$ cat config.mk
export PLATFORM = sky130hd
export DESIGN_NAME = ref_clock_startup_config
export DESIGN_NICKNAME = d
export VERILOG_FILES = /design/src/rtl/ref_clock_pkg.sv /design/src/rtl/ms_tick.sv /design/src/rtl/ref_clock_startup_config.sv
export VERILOG_INCLUDE_DIRS = /design/src /design/src/rtl
export SDC_FILE = /design/constraint.sdc
export NUM_CORES = 1
export LEC_CHECK = 0
export BUFFER_PORTS_ARGS = -buffer_cell sky130_fd_sc_hd__buf_4
export CAP_MARGIN = 20
export CELL_PAD_IN_SITES_DETAIL_PLACEMENT = 0
export CELL_PAD_IN_SITES_GLOBAL_PLACEMENT = 1
export CORE_UTILIZATION = 40
export DETAILED_ROUTE_END_ITERATION = 10
export PLACE_DENSITY = 0.81
export SYNTH_ARGS = -nofsm -noshare
export SYNTH_HDL_FRONTEND = slang
export SYNTH_SLANG_ARGS = --single-unit
export TNS_END_PERCENT = 5
$ cat constraint.sdc
create_clock -name i_mclk -period 9.3 [get_ports i_mclk]
set_clock_uncertainty 0.15 [all_clocks]
set_input_delay 0.93 -clock i_mclk [delete_from_list [all_inputs] [get_ports i_mclk]]
set_output_delay 0.93 -clock i_mclk [all_outputs]
set_load 0.005 [all_outputs]
$ cat src/rtl/ref_clock_params.svh
// Constants for reference clock start-up and frequency configuration
// Functional notes
// - Wait 5 ms after clock request before firmware
// - Setting 1-31 ms sets the start-up wait
// - Setting zero selects the standard 5 ms
// - Frequency setting counts 1 kHz units
// - Unconfigured frequency defaults to 26000
// - Accept 250 kHz multiples in 12-52 MHz and cellular values
// - Loop locks to reference, 32.768k or 1k
// - Digital clock identical whichever source locked
// - Radio waits 6 ms after firmware start
`ifndef REF_CLOCK_PARAMS_SVH
`define REF_CLOCK_PARAMS_SVH
`define CLK_HZ            20000000
`define MS_PER_S          1000
`define STD_WAIT_MS       5
`define RADIO_HOLD_MS     6
`define CYC_PER_MS        (`CLK_HZ / `MS_PER_S)
`define FREQ_DEFAULT_KHZ  16'd26000
`define FREQ_STEP_KHZ     250
`define FREQ_MIN_KHZ      12000
`define FREQ_MAX_KHZ      52000
`define SRC_REF           2'd0
`define SRC_WD_EXT        2'd1
`define SRC_WD_INT        2'd2
`endif

$ cat src/rtl/ref_clock_pkg.sv
// Types for reference clock start-up block
package ref_clock_pkg;
    typedef enum logic [1:0] {
        ST_IDLE  = 2'b00,
        ST_WAIT  = 2'b01,
        ST_RUN   = 2'b11,
        ST_RADIO = 2'b10
    } startup_state_e;
endpackage : ref_clock_pkg

$ cat src/rtl/ms_tick.sv
// Millisecond enable divider
`timescale 1ns/1ns
module ms_tick #(
    parameter int CYC_PER_MS = 20000
) (
    input  wire logic i_mclk,
    input  wire logic i_rst_b,
    input  wire logic i_run,
    output logic      o_tick
);
    logic [15:0] cnt_r;
    logic [15:0] cnt_nxt;
    logic        tick_nxt;

    // Restart on every run rise so the first tick is a whole ms away
    always_comb begin
        cnt_nxt  = 16'h0000;
        tick_nxt = 1'b0;
        if (i_run) begin
            if (cnt_r == 16'(CYC_PER_MS - 1)) begin
                tick_nxt = 1'b1;
            end else begin
                cnt_nxt = cnt_r + 16'h0001;
            end
        end
    end

    always_ff @(posedge i_mclk) begin
        if (!i_rst_b) begin
            cnt_r  <= 16'h0000;
            o_tick <= 1'b0;
        end else begin
            cnt_r  <= cnt_nxt;
            o_tick <= tick_nxt;
        end
    end
endmodule : ms_tick

$ cat src/rtl/ref_clock_startup_config.sv
// Start-up wait sequencer and reference frequency selection
`timescale 1ns/1ns
`include "ref_clock_params.svh"
module ref_clock_startup_config
    import ref_clock_pkg::*;
#(
    parameter int CYC_PER_MS = `CYC_PER_MS
) (
    input  wire logic        i_mclk,
    input  wire logic        i_rst_b,
    input  wire logic        i_wake,
    input  wire logic [4:0]  i_startup_wait_setting,
    input  wire logic [15:0] i_ref_frequency_setting,
    input  wire logic        i_freq_configured,
    input  wire logic [1:0]  i_lock_source,
    output logic             o_clk_request,
    output logic             o_fw_run,
    output logic             o_radio_enable,
    output logic [15:0]      o_ref_freq_khz,
    output logic             o_freq_supported,
    output logic [1:0]       o_loop_source
);
    startup_state_e state_r, state_nxt;
    logic [4:0]  ms_r, ms_nxt;
    logic [4:0]  target_ms;
    logic        tick;
    logic [15:0] freq_nxt;
    logic        sup_nxt;
    logic [1:0]  src_nxt;
    logic [31:0] dwell_r;
    logic [31:0] dwell_nxt;

    ms_tick #(.CYC_PER_MS(CYC_PER_MS)) u_tick (
        .i_mclk (i_mclk),
        .i_rst_b(i_rst_b),
        .i_run  (state_r == ST_WAIT || state_r == ST_RUN),
        .o_tick (tick)
    );

    // Zero means the standard wait, else the setting in ms
    assign target_ms = (i_startup_wait_setting == 5'h00) ? 5'(`STD_WAIT_MS)
                                                         : i_startup_wait_setting;

    // Sequencer: request, wait, firmware, radio hold-off
    always_comb begin
        state_nxt = state_r;
        ms_nxt    = ms_r;
        case (state_r)
            ST_IDLE: begin
                ms_nxt = 5'h00;
                if (i_wake) begin
                    state_nxt = ST_WAIT;
                end
            end
            ST_WAIT: begin
                if (tick) begin
                    if (ms_r + 5'h01 >= target_ms) begin
                        state_nxt = ST_RUN;
                        ms_nxt    = 5'h00;
                    end else begin
                        ms_nxt = ms_r + 5'h01;
                    end
                end
            end
            ST_RUN: begin
                if (tick) begin
                    if (ms_r + 5'h01 >= 5'(`RADIO_HOLD_MS)) begin
                        state_nxt = ST_RADIO;
                        ms_nxt    = 5'h00;
                    end else begin
                        ms_nxt = ms_r + 5'h01;
                    end
                end
            end
            ST_RADIO: state_nxt = ST_RADIO;
            default:  state_nxt = ST_IDLE;
        endcase
    end

    // Frequency checks; unsupported values still pass so firmware can report them
    always_comb begin
        freq_nxt = i_freq_configured ? i_ref_frequency_setting : `FREQ_DEFAULT_KHZ;
        case (freq_nxt)
            16'd14400, 16'd15360, 16'd16200, 16'd16800, 16'd19200,
            16'd19440, 16'd19680, 16'd19800, 16'd38400: sup_nxt = 1'b1;
            default: sup_nxt = (freq_nxt % 16'(`FREQ_STEP_KHZ) == 16'h0000)
                            && (freq_nxt >= 16'(`FREQ_MIN_KHZ))
                            && (freq_nxt <= 16'(`FREQ_MAX_KHZ));
        endcase
        // Illegal source code falls back to the reference
        src_nxt = (i_lock_source == `SRC_WD_EXT || i_lock_source == `SRC_WD_INT)
                ? i_lock_source : `SRC_REF;
    end

    // Sequencer registers
    always_ff @(posedge i_mclk) begin
        if (!i_rst_b) begin
            state_r <= ST_IDLE;
            ms_r    <= 5'h00;
        end else begin
            state_r <= state_nxt;
            ms_r    <= ms_nxt;
        end
    end

    // Frequency and source registers: outputs trail the inputs by one cycle
    always_ff @(posedge i_mclk) begin
        if (!i_rst_b) begin
            o_ref_freq_khz   <= `FREQ_DEFAULT_KHZ;
            o_freq_supported <= 1'b1;
            o_loop_source    <= `SRC_REF;
        end else begin
            o_ref_freq_khz   <= freq_nxt;
            o_freq_supported <= sup_nxt;
            o_loop_source    <= src_nxt;
        end
    end

    // Cycles spent in the present state; read only by the length checks,
    // so synthesis drops it
    always_comb begin
        dwell_nxt = dwell_r + 32'h0000_0001;
        if (state_nxt != state_r) begin
            dwell_nxt = 32'h0000_0000;
        end
    end

    // Dwell register; wraps harmlessly once the sequence has settled
    always_ff @(posedge i_mclk) begin
        if (!i_rst_b) begin
            dwell_r <= 32'h0000_0000;
        end else begin
            dwell_r <= dwell_nxt;
        end
    end

    // Request stays up from wake onward; run only after expiry
    assign o_clk_request  = (state_r != ST_IDLE);
    assign o_fw_run       = (state_r == ST_RUN) || (state_r == ST_RADIO);
    assign o_radio_enable = (state_r == ST_RADIO);
endmodule : ref_clock_startup_config

==> results.env <==
GRT_UTIL_MET1_PCT=26.6
GRT_OVERFLOW_TOTAL=0
GRT_MAX_DEGREE=49
WORST_HOLD_PATH_TYPE='register to register'
MAX_FREQ_MHz=142
DRT-TOTAL-WL_MM=11.7
POST_DRT_WL_PER_CELL_UM=15.9
CTS.REPAIR_TIMING.SETUP_BUFFER_COUNT=0
ANTENNA_FOUND_INITIAL=0
GR-USAGE-MET3_PCT=2.60
POSTSYNTHCELLCOUNT=572
YOSYS.CELL_TYPES.COUNT=103
N_ANTENNA_CELL=0
CTS_MADE_BUFFERS=5
LAYOUT.CORE_UTILIZATION_PCT=46.0
SOURCE_TO_SINK_CLOCK_DELAY_AT_THE_LATER_PIN_OF_THE_WORST_SKEW_PAIR_NS=0.29
INTERNAL_POWER_CONTRIBUTION_mW=0.363
CRIT_TYPE='input port to register'
CPMAXSTAGEDELAYCELL='sky130_fd_sc_hd__or4_1'
RSZ0062_AT_GRT='no'
CTSLONGESTPATHBUFFERS=2
DRT_FIRST_ITER_VIOLATIONS=347
TIMING.CRITICAL_PATH.CELLS='buf_4, nor2b_1, o311ai_1, nand2_1, or3_4, a21oi_2, a22oi_4, nand4b_4, o21a_2, xnor2_1, and3_1, or4_1, or4_4, a21oi_4, o21ai_2, a31oi_1, nand3_2, maj3_2, o2bb2ai_1, and3_4, o221a_1, a31o_1'
RATIO_OF_CELLS_WITH_DRIVE_ABOVE_1_IN_THE_FINAL_LAYOUT_PCT=16.4
POSTSYNTHNETCOUNT=607
FLOORPLAN.DIE.HEIGHT_UM=105
CTS_ROOT_BUFFER_TYPE='sky130_fd_sc_hd__clkbuf_8'
FINAL.SETUP.WORST_SLACK_NS=2.27
POST_DETAILED_ROUTE_COUNT_OF_ANTENNA_VIOLATING_NETS=0
TOTAL_SWITCHING_POWER_mW=0.245
CRITICAL-PATH-MAX-STAGE-DELAY_NS=0.71
GRT.MET2_USAGE_PCT=37.4
FLOORPLAN.DIE.WIDTH_UM=105
CRITICAL_PATH.MAX_FANOUT=48
DETAIL_ROUTE.VIAS_PER_CELL=5.98
SYNTH-MAIN-FF-CELL='sky130_fd_sc_hd__dfxtp_1'
POWER.CLOCK.FRACTION_PCT=20.4
FIN_CRIT_NS=7.03
COMB_POWER_SHARE_PCT=48.2
DRV.MAX_CAP_VIOLATION_COUNT=0
DIE_AREA_UM2=11100
FINALHOLDWORSTSLACK_NS=0.319
SW_FRAC_OF_TOTAL_PCT=40.3
SITE_ROW_COUNT=37
SYNTH_SEQUENTIAL_AREA_RATIO_PCT=20.2
SYN-CELL-AREA_UM2=4270
SYN_AVG_CELL_AREA_UM2=7.47
DETAILROUTE.VIA_COUNT=4387
WORSTPATHREQUIRED_NS=9.34
NUMBER_OF_PINS_WITH_NEGATIVE_MAX_SLEW_SLACK_IN_THE_FINAL_REPORT=0
CTS.HTREE.LEVELS=2
CORE_UM2=10300
STATUS='finished, final reports clean'
GRT-BUSIEST-LAYER='met2'
SYNTH-SEQ-CELLS=43
WORST_IR_DROP_VDD_V=0.0000913
STARTPOINT_TYPE='input port'
POST-DP-HPWL_MM=9.00
POST_CTS_HOLD_BUFFER_COUNT=0
SYNTH_WARNINGS=0
CTS_TREE='done'
DRC_ERRORS=0
SYNTH_TOP_AREA_CELL='sky130_fd_sc_hd__dfxtp_1'
GP_CONGESTION=0.946
GRT_USAGE_PCT=21.1
SEQUENTIALPOWERSHARE_PCT=31.4
CELLLEAKAGEPOWER_nW=1.79
SYNTH.TOP_CELLS.BY_AREA='sky130_fd_sc_hd__dfxtp_1 20%, sky130_fd_sc_hd__nor2_1 5.3%, sky130_fd_sc_hd__nand2_1 4.2%, sky130_fd_sc_hd__nand3_1 4.0%, sky130_fd_sc_hd__xor2_1 3.7%'
GRT_PASS1_WL_MM=19.4
FINAL-SETUP-VIOL-COUNT=0
YOSYS.AREA.TOP_TYPE_SHARE_PCT=20.2
SYNTH-EDFF-COUNT=0
POST-LAYOUT-TOTAL-POWER_mW=0.608
FINAL_PERIOD_UTILIZATION_PCT=75.6
TIMING_WORST_SLEW_PIN_VALUE_NS=0.734
AREA_GROWTH_PCT=11.3
PIN_COUNT=49
CP-END-KIND='register'
LENGTH_OF_THE_FIRST_DETAILED_ROUTING_PASS_IN_ITERATIONS=5
GRT_PASS1_VIAS=4096
TRITONCTS_NUM_SINKS=43
WORSTPATHARRIVAL_NS=7.07
SLEW_HEADROOM_PCT=50.8
HOLD_VIOL=0
START_UTIL_PCT=41.4
SETUP_TOTAL_NEGATIVE_SLACK_NS=0
PLACE_WS_NS=2.02
CTS.REPORTEDPATHS.CLKPINSLEW_NS=0.08
BUFFER_PORTS.INSERTED=48
P_PER_AREA_nW_PER_UM2=128
ASR_FLOP_RATIO_SYNTH_PCT=0
FINISH.NET_COUNT=632
CTS_RESIZED=0
## layer usage
layer / part of all wire (%) / routed length, um
met5: 0 / 0
met4: 1.3 / 153
met3: 4.7 / 545
met2: 47 / 5500
met1: 47 / 5480
## state kept, by name (all words and copies together) (netlist names)
register          cells
u_tick.o_tick         1
u_tick.cnt_r         16
o_ref_freq_khz       16
ms_r                  5
o_loop_source         2
o_freq_supported      1
state_r               2
## critical path: cells and delay by family
kind                       cells  cell delay [ns]
buffers and inverters          1             0.36
xor gates and xnor gates       1             0.17
and+or+nand+nor                9             3.11
AOI/OAI and AO/OA             10             2.15
adders and majority gates      1             0.34
## synth_stat cells (7+ instances only)
master and n:
sky130_fd_sc_hd__and2_1 11, sky130_fd_sc_hd__a31oi_1 9, sky130_fd_sc_hd__nor4_1 9, sky130_fd_sc_hd__clkbuf_1 15, sky130_fd_sc_hd__inv_1 14, sky130_fd_sc_hd__xnor2_1 15
sky130_fd_sc_hd__nand3_1 34, sky130_fd_sc_hd__o211ai_1 9, sky130_fd_sc_hd__nand2_1 48, sky130_fd_sc_hd__o21ai_0 29, sky130_fd_sc_hd__a21oi_1 30, sky130_fd_sc_hd__o21ai_1 10
sky130_fd_sc_hd__nand4_1 9, sky130_fd_sc_hd__nand2b_1 7, sky130_fd_sc_hd__and3_1 19, sky130_fd_sc_hd__dfxtp_1 43, sky130_fd_sc_hd__nor2b_1 9, sky130_fd_sc_hd__xor2_1 18
sky130_fd_sc_hd__nor3_1 20, sky130_fd_sc_hd__nor2_1 60, sky130_fd_sc_hd__ha_1 8
## worst paths after layout
path / start / to / slack (ns) / depth (start not counted)
setup / recovery: i_freq_configured / o_freq_supported / 2.27 / 22
hold / removal: u_tick.cnt_r[0] / u_tick.cnt_r[0] / 0.32 / 1
setup reg to reg: ms_r[1] / ms_r[2] / 6.54 / 13
hold reg to reg: u_tick.cnt_r[0] / u_tick.cnt_r[0] / 0.32 / 1
## stage by stage
stage | instances | instance area, um2
6_report | 734 | 4750
5_1_grt | 734 | 4750
4_1_cts | 734 | 4750
3_5_place_dp | 726 | 4650
3_3_place_gp | 726 | 4650
2_1_floorplan | 572 | 4270
## placed cells by master (no fill, tap or decap), drive strengths merged, types with 4 or more instances in the layout
cell type and instances:
xor2 18, or4 6, nor3 21, ha 8
or2 4, o21ai 42, o21a 7, nor2b 9
a21oi 32, nand2b 7, a21o 6, clkbuf 6
a31oi 10, a211oi 6, a31o 4, inv 15
nand3b 4, o211ai 10, o2111ai 4, nand2 50
o211a 4, and4 4, nor2 61, nand4 10
dfxtp 43, nor3b 4, and2 11, nor4 11
and3 20, xnor2 16, mux2i 6, nand3 35
buf 48
## cells by family after synthesis
group	Yosys count	synth area share [%]
simple gates	267	34.3
compound gates	166	29.1
buf+inv	45	4.77
flops	43	20.2
xor+xnor	34	7.15
fa+ha+maj	11	3.08
mux	6	1.41
## power by group through the flow
| stage | clock network (mW) | registers, mW | logic [mW] |
|---|---|---|---|
| after detailed placement | 0 | 0.195 | 0.287 |
| final | 0.124 | 0.191 | 0.293 |
| after CTS | 0.130 | 0.191 | 0.289 |
| after floorplan | 0 | 0.195 | 0.226 |
| after global routing | 0.137 | 0.192 | 0.322 |
| after global placement | 0 | 0.195 | 0.283 |
## cell type report
type,instances,area (um2)
well taps,136,170
flip-flops and latches,43,861
fillers,1063,5570
repair buffers,48,360
clock buffers,6,82.6
inverters,15,56.3
multi-input cells,484,3210
clock inverters,2,16.3
Power figures use the tool's default switching activity.
